[config.mk]
export PLATFORM = sky130hd
export DESIGN_NAME = l1_bank_power_and_core_gating
export DESIGN_NICKNAME = d
export VERILOG_FILES = /design/src/l1_power_pkg.sv /design/src/l1_bank_power_and_core_gating.sv
export SDC_FILE = /design/constraint.sdc
export NUM_CORES = 1
export LEC_CHECK = 0
export ABC_AREA = 1
export BUFFER_PORTS_ARGS = -buffer_cell sky130_fd_sc_hd__buf_2
export CAP_MARGIN = 10
export CORE_ASPECT_RATIO = 0.75
export CORE_UTILIZATION = 55
export CTS_CLUSTER_SIZE = 30
export DETAILED_ROUTE_END_ITERATION = 10
export HOLD_SLACK_MARGIN = 0.1
export PLACE_DENSITY_LB_ADDON = 0.3
export SYNTH_ARGS = -nofsm -noshare
export SYNTH_HDL_FRONTEND = slang
export SYNTH_SLANG_ARGS = --single-unit
[constraint.sdc]
create_clock -name ref_clk -period 4.2 [get_ports ref_clk]
set_input_delay 0.63 -clock ref_clk [delete_from_list [all_inputs] [get_ports ref_clk]]
set_output_delay 0.63 -clock ref_clk [all_outputs]
set_load 0.02 [all_outputs]
[src/l1_power_pkg.sv]
// Package for the L1 bank power and core clock gating block
package l1_power_pkg;
   localparam int NUM_BANKS = 4;
   localparam int CLK_MHZ = 100;
   localparam int WAKE_CYCLES_DOC = 11;
   localparam int WAKE_CYCLES = WAKE_CYCLES_DOC;
   localparam int WAKE_CNT_W = 4;
   localparam logic [7:0] OFS_SLEEP_CTL = 8'h00;
   localparam logic [7:0] OFS_SHUTDOWN_CTL = 8'h04;
   localparam logic [7:0] OFS_SYS_CTL = 8'h08;
   localparam logic [7:0] OFS_GLOBAL_CTL = 8'h0c;
   localparam logic [7:0] OFS_STATUS = 8'h10;
   localparam int SYS_SD_EN_BIT = 0;
   localparam int SYS_GATE_DIS_BIT = 1;
   localparam int GLB_SLEEP_EN_BIT = 0;
   localparam logic [3:0] BANK_CTL_RST = 4'h0;
   localparam logic [31:0] ZERO_WORD = 32'h0000_0000;

   typedef struct packed {
      logic shutdown_feature_enable;
      logic core_clock_gating_disable;
      logic core_light_sleep_enable;
   } power_ctl_t;

   typedef struct packed {
      logic hsel;
      logic [1:0] htrans;
      logic hwrite;
      logic [2:0] hsize;
      logic [31:0] haddr;
      logic hready;
   } ahb_req_t;

   typedef enum logic [1:0] {CORE_RUN, CORE_GATED} core_state_t;
endpackage

[src/l1_bank_power_and_core_gating.sv]
// L1 bank sleep/shutdown control and core clock gating
`timescale 1ns/1ps
// Operation
// - Each of four banks has its own sleep bit; one sleeps, zero wakes.
// - All sleep bits reset to zero; no bank sleeps after reset.
// - Bank leaving sleep needs eleven cycles, counted from clearing its bit.
// - Accesses before sleep wake completes read zero and drop writes.
// - Lowest quarter megabyte of bank zero always stays powered.
// - Separate per-bank shutdown control; more saving, contents lost.
// - Shutdown acts only while system-control shutdown-enable bit is one.
// - Bank leaving shutdown needs eleven cycles before it is usable.
// - With light-sleep enable set, core clocks gate while idle.
// - Gating-disable bit set prevents core clock gating during idle.
// - Gating starts at execute stage two; memory and DMA ports stay clocked.
// - Core timer stops while core clocks are gated.
// - Event controller interrupt ends gating and restores core clocks.
// - Debug wake request also ends light sleep.
module l1_bank_power_and_core_gating
   import l1_power_pkg::*;
#(
   parameter int BANKS = NUM_BANKS
) (
   input wire logic ref_clk,
   input wire logic rst_n,
   input wire logic hsel,
   input wire logic [31:0] haddr,
   input wire logic [1:0] htrans,
   input wire logic hwrite,
   input wire logic [2:0] hsize,
   input wire logic [31:0] hwdata,
   input wire logic hready,
   output logic [31:0] hrdata,
   output logic hreadyout,
   output logic hresp,
   input wire logic idle_at_execute_stage_two,
   input wire logic system_event_controller_irq,
   input wire logic debug_wake_request,
   input wire logic [BANKS-1:0] bank_access_req,
   input wire logic bank_zero_low_region,
   output logic [BANKS-1:0] bank_sleep_out,
   output logic [BANKS-1:0] bank_shutdown_out,
   output logic [BANKS-1:0] bank_ready,
   output logic [BANKS-1:0] bank_access_grant,
   output logic core_clock_enable,
   output logic core_timer_enable,
   output logic port_clock_enable
);
   initial begin
      if (BANKS != NUM_BANKS) begin
         $error("Only four banks are supported");
      end
      // The wake counter must hold the full latency
      if (WAKE_CYCLES >= (1 << WAKE_CNT_W)) begin
         $error("Wake counter too narrow");
      end
   end

   logic rst_meta_reg, rst_sync_reg;
   logic rst_i;
   always_ff @(posedge ref_clk or negedge rst_n) begin
      if (!rst_n) begin
         rst_meta_reg <= 1'b0;
         rst_sync_reg <= 1'b0;
      end else begin
         rst_meta_reg <= 1'b1;
         rst_sync_reg <= rst_meta_reg;
      end
   end
   assign rst_i = rst_sync_reg;

   // Wake inputs come from other domains; three stages, change on agreement
   logic [2:0] irq_sh_reg, irq_sh_next;
   logic [2:0] dbg_sh_reg, dbg_sh_next;
   logic irq_lvl_reg, irq_lvl_next;
   logic dbg_lvl_reg, dbg_lvl_next;

   // Register state
   logic [3:0] sleep_ctl_reg, sleep_ctl_next;
   logic [3:0] shutdown_ctl_reg, shutdown_ctl_next;
   power_ctl_t ctl_reg, ctl_next;
   logic [31:0] hrdata_reg, hrdata_next;
   logic wr_pend_reg, wr_pend_next;
   logic [7:0] wr_addr_reg, wr_addr_next;

   // Bank state
   logic [WAKE_CNT_W-1:0] slp_cnt_reg [BANKS];
   logic [WAKE_CNT_W-1:0] slp_cnt_next [BANKS];
   logic [WAKE_CNT_W-1:0] sd_cnt_reg [BANKS];
   logic [WAKE_CNT_W-1:0] sd_cnt_next [BANKS];
   logic [BANKS-1:0] sleep_out_reg, sleep_out_next;
   logic [BANKS-1:0] sd_out_reg, sd_out_next;
   logic [BANKS-1:0] ready_reg, ready_next;
   logic [BANKS-1:0] grant_reg, grant_next;

   // Core gating state
   core_state_t core_state_reg, core_state_next;
   logic core_en_reg, core_en_next;

   function automatic logic [WAKE_CNT_W-1:0] wake_step(
      input logic asleep,
      input logic [WAKE_CNT_W-1:0] cnt
   );
      logic [WAKE_CNT_W-1:0] r;
      r = cnt;
      if (asleep) begin
         r = WAKE_CNT_W'(WAKE_CYCLES);
      end else if (cnt != '0) begin
         r = cnt - 1'b1;
      end
      return r;
   endfunction

   logic [3:0] sd_eff;
   logic addr_phase;

   always_comb begin
      irq_sh_next = {irq_sh_reg[1:0], system_event_controller_irq};
      dbg_sh_next = {dbg_sh_reg[1:0], debug_wake_request};
      irq_lvl_next = irq_lvl_reg;
      dbg_lvl_next = dbg_lvl_reg;
      if (irq_sh_reg[1] == irq_sh_reg[2]) begin
         irq_lvl_next = irq_sh_reg[2];
      end
      if (dbg_sh_reg[1] == dbg_sh_reg[2]) begin
         dbg_lvl_next = dbg_sh_reg[2];
      end
   end

   always_comb begin
      addr_phase = hsel && hready && htrans[1];
      sleep_ctl_next = sleep_ctl_reg;
      shutdown_ctl_next = shutdown_ctl_reg;
      ctl_next = ctl_reg;
      hrdata_next = hrdata_reg;
      wr_pend_next = 1'b0;
      wr_addr_next = wr_addr_reg;
      if (wr_pend_reg) begin
         unique case (wr_addr_reg)
            OFS_SLEEP_CTL: sleep_ctl_next = hwdata[3:0];
            OFS_SHUTDOWN_CTL: shutdown_ctl_next = hwdata[3:0];
            OFS_SYS_CTL: begin
               ctl_next.shutdown_feature_enable = hwdata[SYS_SD_EN_BIT];
               ctl_next.core_clock_gating_disable =
                  hwdata[SYS_GATE_DIS_BIT];
            end
            OFS_GLOBAL_CTL:
               ctl_next.core_light_sleep_enable = hwdata[GLB_SLEEP_EN_BIT];
            default: ;
         endcase
      end
      if (addr_phase) begin
         wr_pend_next = hwrite;
         wr_addr_next = haddr[7:0];
         hrdata_next = ZERO_WORD;
         if (!hwrite) begin
            unique case (haddr[7:0])
               OFS_SLEEP_CTL: hrdata_next = {28'h0, sleep_ctl_reg};
               OFS_SHUTDOWN_CTL: hrdata_next = {28'h0, shutdown_ctl_reg};
               OFS_SYS_CTL: hrdata_next = {30'h0,
                  ctl_reg.core_clock_gating_disable,
                  ctl_reg.shutdown_feature_enable};
               OFS_GLOBAL_CTL:
                  hrdata_next = {31'h0, ctl_reg.core_light_sleep_enable};
               OFS_STATUS: hrdata_next = {23'h0, core_en_reg, ready_reg,
                  sd_out_reg};
               default: hrdata_next = ZERO_WORD;
            endcase
         end
      end
   end

   // Shutdown request counts only with the feature enabled
   assign sd_eff = shutdown_ctl_reg & {4{ctl_reg.shutdown_feature_enable}};

   always_comb begin
      for (int b = 0; b < BANKS; b++) begin
         slp_cnt_next[b] = wake_step(sleep_ctl_reg[b], slp_cnt_reg[b]);
         sd_cnt_next[b] = wake_step(sd_eff[b], sd_cnt_reg[b]);
      end
      sleep_out_next = sleep_ctl_reg;
      sd_out_next = sd_eff;
      for (int b = 0; b < BANKS; b++) begin
         // Counters kept apart so one mode's wake never shortens the other
         ready_next[b] = !sleep_ctl_reg[b] && !sd_eff[b] &&
            slp_cnt_next[b] == '0 && sd_cnt_next[b] == '0;
      end
      // Ungranted accesses read zero and drop writes in the bank wrapper
      grant_next = bank_access_req & ready_next;
      if (bank_access_req[0] && bank_zero_low_region) begin
         grant_next[0] = 1'b1;
      end
   end

   always_comb begin
      core_state_next = core_state_reg;
      unique case (core_state_reg)
         CORE_RUN: begin
            if (idle_at_execute_stage_two &&
                ctl_reg.core_light_sleep_enable &&
                !ctl_reg.core_clock_gating_disable &&
                !irq_lvl_reg && !dbg_lvl_reg) begin
               core_state_next = CORE_GATED;
            end
         end
         CORE_GATED: begin
            if (irq_lvl_reg || dbg_lvl_reg ||
                ctl_reg.core_clock_gating_disable) begin
               core_state_next = CORE_RUN;
            end
         end
      endcase
      core_en_next = core_state_next == CORE_RUN;
   end

   // Wake input synchronisers
   always_ff @(posedge ref_clk or negedge rst_i) begin
      if (!rst_i) begin
         irq_sh_reg <= 3'h0;
         dbg_sh_reg <= 3'h0;
         irq_lvl_reg <= 1'b0;
         dbg_lvl_reg <= 1'b0;
      end else begin
         irq_sh_reg <= irq_sh_next;
         dbg_sh_reg <= dbg_sh_next;
         irq_lvl_reg <= irq_lvl_next;
         dbg_lvl_reg <= dbg_lvl_next;
      end
   end

   // Register file and bus data phase
   always_ff @(posedge ref_clk or negedge rst_i) begin
      if (!rst_i) begin
         sleep_ctl_reg <= BANK_CTL_RST;
         shutdown_ctl_reg <= BANK_CTL_RST;
         ctl_reg <= '0;
         hrdata_reg <= ZERO_WORD;
         wr_pend_reg <= 1'b0;
         wr_addr_reg <= 8'h00;
      end else begin
         sleep_ctl_reg <= sleep_ctl_next;
         shutdown_ctl_reg <= shutdown_ctl_next;
         ctl_reg <= ctl_next;
         hrdata_reg <= hrdata_next;
         wr_pend_reg <= wr_pend_next;
         wr_addr_reg <= wr_addr_next;
      end
   end

   // Bank wake counters and outputs
   always_ff @(posedge ref_clk or negedge rst_i) begin
      if (!rst_i) begin
         for (int b = 0; b < BANKS; b++) begin
            slp_cnt_reg[b] <= '0;
            sd_cnt_reg[b] <= '0;
         end
         sleep_out_reg <= '0;
         sd_out_reg <= '0;
         ready_reg <= '1;
         grant_reg <= '0;
      end else begin
         slp_cnt_reg <= slp_cnt_next;
         sd_cnt_reg <= sd_cnt_next;
         sleep_out_reg <= sleep_out_next;
         sd_out_reg <= sd_out_next;
         ready_reg <= ready_next;
         grant_reg <= grant_next;
      end
   end

   // Core gating state
   always_ff @(posedge ref_clk or negedge rst_i) begin
      if (!rst_i) begin
         core_state_reg <= CORE_RUN;
         core_en_reg <= 1'b1;
      end else begin
         core_state_reg <= core_state_next;
         core_en_reg <= core_en_next;
      end
   end

   assign hrdata = hrdata_reg;
   assign hreadyout = 1'b1;
   assign hresp = 1'b0;
   assign bank_sleep_out = sleep_out_reg;
   assign bank_shutdown_out = sd_out_reg;
   assign bank_ready = ready_reg;
   assign bank_access_grant = grant_reg;
   assign core_clock_enable = core_en_reg;
   assign core_timer_enable = core_en_reg;
   // Memory interface and DMA ports gated only until the synchronised reset releases
   assign port_clock_enable = rst_sync_reg;
endmodule

==> Yosys cells after proc, flatten, opt, wreduce, memory -nomap -nowiden <==
Cells that the tools add are included.
{ "op_classes": {"n_addsub": 8, "eq_ne": 10, "bitwise": 2, "magnitude_cmp": 0, "multipliers": 0, "n_reduce_logical": 56, "n_shift": 0, "mux": 23, "div": 0} }
{ "op_table": {"columns": ["cell", "n"], "rows": [
  ["$mux 4", 16],
  ["$pmux 9 s5", 1],
  ["$eq 8x4->1 const B", 4],
  ["$logic_not 4->1", 8],
  ["$reduce_bool 4->1", 8],
  ["$sub 4x1->4 const B", 8],
  ["$logic_and 1x1->1", 19],
  ["$eq 8x3->1 const B", 2],
  ["$logic_not 8->1", 2],
  ["$logic_not 1->1", 11],
  ["$mux 9", 1],
  ["$and 4x4->4", 2],
  ["$eq 8x5->1 const B", 1],
  ["$reduce_and 2->1", 4],
  ["$logic_not 2->1", 2],
  ["$mux 2", 2],
  ["$pmux 2 s2", 1],
  ["$eq 1x1->1", 2],
  ["$eq 2x1->1 const B", 1],
  ["$logic_or 1x1->1", 2],
  ["$mux 1", 2]
]} }
{ "totals": {"regBits": 113, "latch_bits": 0, "ram_bits": 0, "wordCells": 127, "n_memories": 0, "output_inout_bits": 53, "mem_bits_ro": 0} }

==> Longest topological paths before layout <==
{ "depth": {"depth_word": 8, "mapped_depth": 12, "depth_no_buf": 12} }

==> Worst setup path before layout <==
Ideal clock, no wire load.
{ "synth_timing": {"path_type": "register -> output", "startpoint": "register rst_sync_reg, in the netlist port_clock_enable", "endpoint": "output port port_clock_enable", "t_arrival_ps": 2304, "required_time_ps": 3570, "path_buffers": 0, "path_stages_with_launch": 1, "path_slack_ps": 1266, "path_cell_list": "dfrtp_1"} }
{ "synth_lines": {"columns": ["item", "line_no", "rtl"], "rows": [
  ["from (decl)", "l1_bank_power_and_core_gating.sv:58", "logic rst_meta_reg, rst_sync_reg;"],
  ["from (signal assigned)", "l1_bank_power_and_core_gating.sv:66", "rst_sync_reg <= rst_meta_reg;"],
  ["to (decl)", "l1_bank_power_and_core_gating.sv:46", "output logic port_clock_enable"]
]} }
No word-level cell between the ends.

==> Worst setup path in the final report <==
{ "layout_timing": {"startpoint": "register ready_reg[3], in the netlist bank_ready[3]", "endpoint": "output port bank_ready[3]"} }
{ "layout_lines": {"columns": ["item", "line_no", "rtl"], "rows": [
  ["from (decl)", "l1_bank_power_and_core_gating.sv:92", "logic [BANKS-1:0] ready_reg, ready_next;"],
  ["from (signal assigned)", "l1_bank_power_and_core_gating.sv:265", "ready_reg <= ready_next;"],
  ["to (decl)", "l1_bank_power_and_core_gating.sv:42", "output logic [BANKS-1:0] bank_ready,"]
]} }
No word-level cell between the ends.

==> impl_metrics.py <==
metrics = {
    "run_status": {
        "status": "finished, final reports clean",
    },
    "setup_path": {
        "critPathLaunchType": "flip-flop",
        "cp_top_family": "flip-flops",
        "crit_path_end_kind": "primary output",
        "crit_arrival_ns": 1.07,
        "crit_slowest_cell": "dfstp_2",
        "cpPeakStageDelay_ns": 0.56,
        "crit_type": "reg -> out",
        "crit_buf_inv": 1,
        "required_ns": 3.57,
        "r2r_setup_slack_ns": 2.63,
        "crit_fanout": 2,
        "path_cells": "buf_2",
    },
    "placed_design": {
        "portBuffers": 53,
        "place_hpwl_um": 6190,
        "post_dp_cell_area_um2": 4640,
        "place_congestion": 0.846,
        "place_ws_ns": 2.41,
    },
    "sta": {
        "fin_tns_setup_ns": 0,
        "finalMaxSlewViolations": 0,
        "rsz0062_at_grt": "no",
        "period_needed_ns": 1.70,
        "hold_viol": 0,
        "clock.fmax_mhz": 588,
        "setup_ws_ns": 2.50,
        "skew_ns": 0.00968,
        "worst_pin_slew_ns": 1.08,
        "fin_crit_sh_pct": 40.5,
        "setup_viol": 0,
        "slew_headroom_pct": 28.1,
    },
    "logic_synthesis": {
        "yosysUniqueCellTypes": 29,
        "synthTopCellsByArea": "dfrtp_1 (49%), nand2_1 (10%), inv_1 (6.4%)",
        "synth_cells": 519,
        "ys_seq_area_share_pct": 51.9,
        "synth_top_area_cell": "dfrtp_1",
        "ys.warnings.count": 0,
        "synth_top_area_share_pct": 48.9,
        "syn_area_um2": 4350,
        "syn_avg_cell_area_um2": 8.39,
        "synth.ff_latch_count": 90,
    },
    "cells_and_area": {
        "num_antenna_cells": 0,
        "register_area_um2": 2260,
        "drive_gt1_share_pct": 22.0,
        "fillCellCount": 627,
        "stdcell_area_um2": 4870,
        "multi_input_area_um2": 1630,
        "final_util_pct": 64.9,
        "nNetsFinal": 671,
        "syn2layout_area_growth_pct": 11.8,
    },
    "flow_run": {
        "drv_cap": 0,
    },
    "floorplan": {
        "io_pins": 135,
        "core-area_um2": 7500,
        "fp.dieH_um": 79.1,
        "std_cell_rows": 27,
        "initial_core_util_pct": 58.1,
        "die_w_um": 105,
        "die_area_um2": 8280,
    },
    "grt": {
        "antenna_found_initial": 0,
        "grt_start_max_net_pins": 89,
        "grt_usage_pct": 21.9,
        "grt.overflow.total": 0,
        "grt_pass1_wl_um": 14000,
        "grt_pass1_vias": 3062,
    },
    "routing": {
        "wirelength_um": 8240,
        "drc": 0,
        "routed_via_density": 4.72,
        "drt-initial-drc-count": 179,
        "drtPass1Iterations": 5,
        "wire_per_inst_um": 12.0,
        "dr_total_vias": 3242,
        "drtAntennaViolNets": 0,
    },
    "clock_tree": {
        "root_buffer": "clkbuf_8",
        "hold_buffers": 1,
        "post-cts-setup-buffers": 0,
        "clkTransAtPathRegs_ns": 0.08,
        "cts_buffers": 9,
        "cts-resized-gates": 0,
        "clock_path_buffers": 2,
        "cts.sinks": 90,
        "clk_latency_ns": 0.35,
        "cts.htree.levels": 3,
        "tritoncts": "built",
    },
    "hold_path": {
        "hold_path_class": "reg -> reg",
    },
    "power_and_ir_drop": {
        "peakVddDrop_uv": 199,
        "total_power_mw": 2.02,
        "powerDensity_nw_per_um2": 416,
        "p_leak_nw": 2.62,
    },
}
-- synth_stat cells --
master / count
nor3_2: 5
and3_1: 1
nand3_2: 4
nand2_4: 1
maj3_1: 2
buf_2: 2
conb_1: 2
nor3_1: 4
nand3_1: 36
nor2_4: 2
nand2_1: 119
nor2_2: 12
buf_4: 26
o211ai_1: 2
nand4_1: 11
inv_2: 18
dfstp_2: 5
xor2_1: 4
nor2_1: 54
o21ai_1: 15
ha_1: 8
a21oi_4: 1
o21ai_0: 11
clkinv_1: 1
nand2_2: 10
inv_1: 74
a21oi_1: 3
dfrtp_1: 85
nor3_4: 1
-- metrics by stage --
step | hold slack [ns] | std cells
after floorplan | 0.331 | 543
after global placement | 0.334 | 670
after detailed placement | 0.336 | 670
after CTS | 0.359 | 687
after global routing | 0.353 | 687
final | 0.354 | 687
-- final cells by class --
| cell class | count | share of cell area (%) |
|---|---|---|
| sequential | 90 | 46.5 |
| inverter | 93 | 7.17 |
| tap | 101 | 2.60 |
| timing repair buffer | 55 | 5.81 |
| clock inverter | 3 | 0.951 |
| clock buffer | 13 | 3.47 |
| multi-input combinational | 332 | 33.5 |
-- per-layer routing --
metal / wire length (µm) / up-vias / share of wire, % / GRT usage (%)
met5: 0 / - / 0 / 0
met4: 92 / 0 / 1.1 / 7.32
met3: 430 / 6 / 5.2 / 5.34
met2: 3770 / 83 / 46 / 34.7
met1: 3950 / 1489 / 48 / 30.0
li1: - / 1664 / - / -
-- cell usage in the layout (no fill, tap or decap), types with 3 or more instances in the layout --
master,n
nand2_1,119
dfrtp_1,84
inv_1,74
nor2_1,54
buf_2,53
nand3_1,36
conb_1,26
inv_2,18
o21ai_1,15
nor2_2,12
clkbuf_8,12
o21ai_0,11
nand4_1,11
nand2_2,10
ha_1,8
nor3_2,5
dfstp_2,5
nand3_2,4
xor2_1,4
nor3_1,4
a21oi_1,3
-- path summary, 6_finish.rpt --
check	start	endpoint	cells past startpoint
worst max-delay path	bank_ready[3]	bank_ready[3]	1
worst min-delay path	irq_sh_reg[0]	irq_sh_reg[1]	0
worst max register to register	sd_cnt_reg[1]	bank_access_grant[3]	10
worst min register to register	irq_sh_reg[0]	irq_sh_reg[1]	0
max in group asynchronous	port_clock_enable	bank_access_grant[1]	1
min in group asynchronous	rst_n	port_clock_enable	2
-- power breakdown --
| group | total [mW] | internal, mW | switching (mW) |
|---|---|---|---|
| Combinational | 0.376 | 0.122 | 0.254 |
| Sequential | 1.04 | 0.963 | 0.0774 |
| Clock | 0.608 | 0.325 | 0.283 |
-- logic make-up (layout without fill, tap and decap cells) --
group           after synthesis  in the layout  synth area share, %
other cells                   2             26                0.172
xor+xnor                      4              4                0.805
flops                        90             90                 51.9
buf+inv                     121            164                 12.7
simple gates                260            260                 27.6
fa+ha+maj                    10             10                 2.76
compound gates               32             32                 4.05
(Power assumes the default switching activity.)
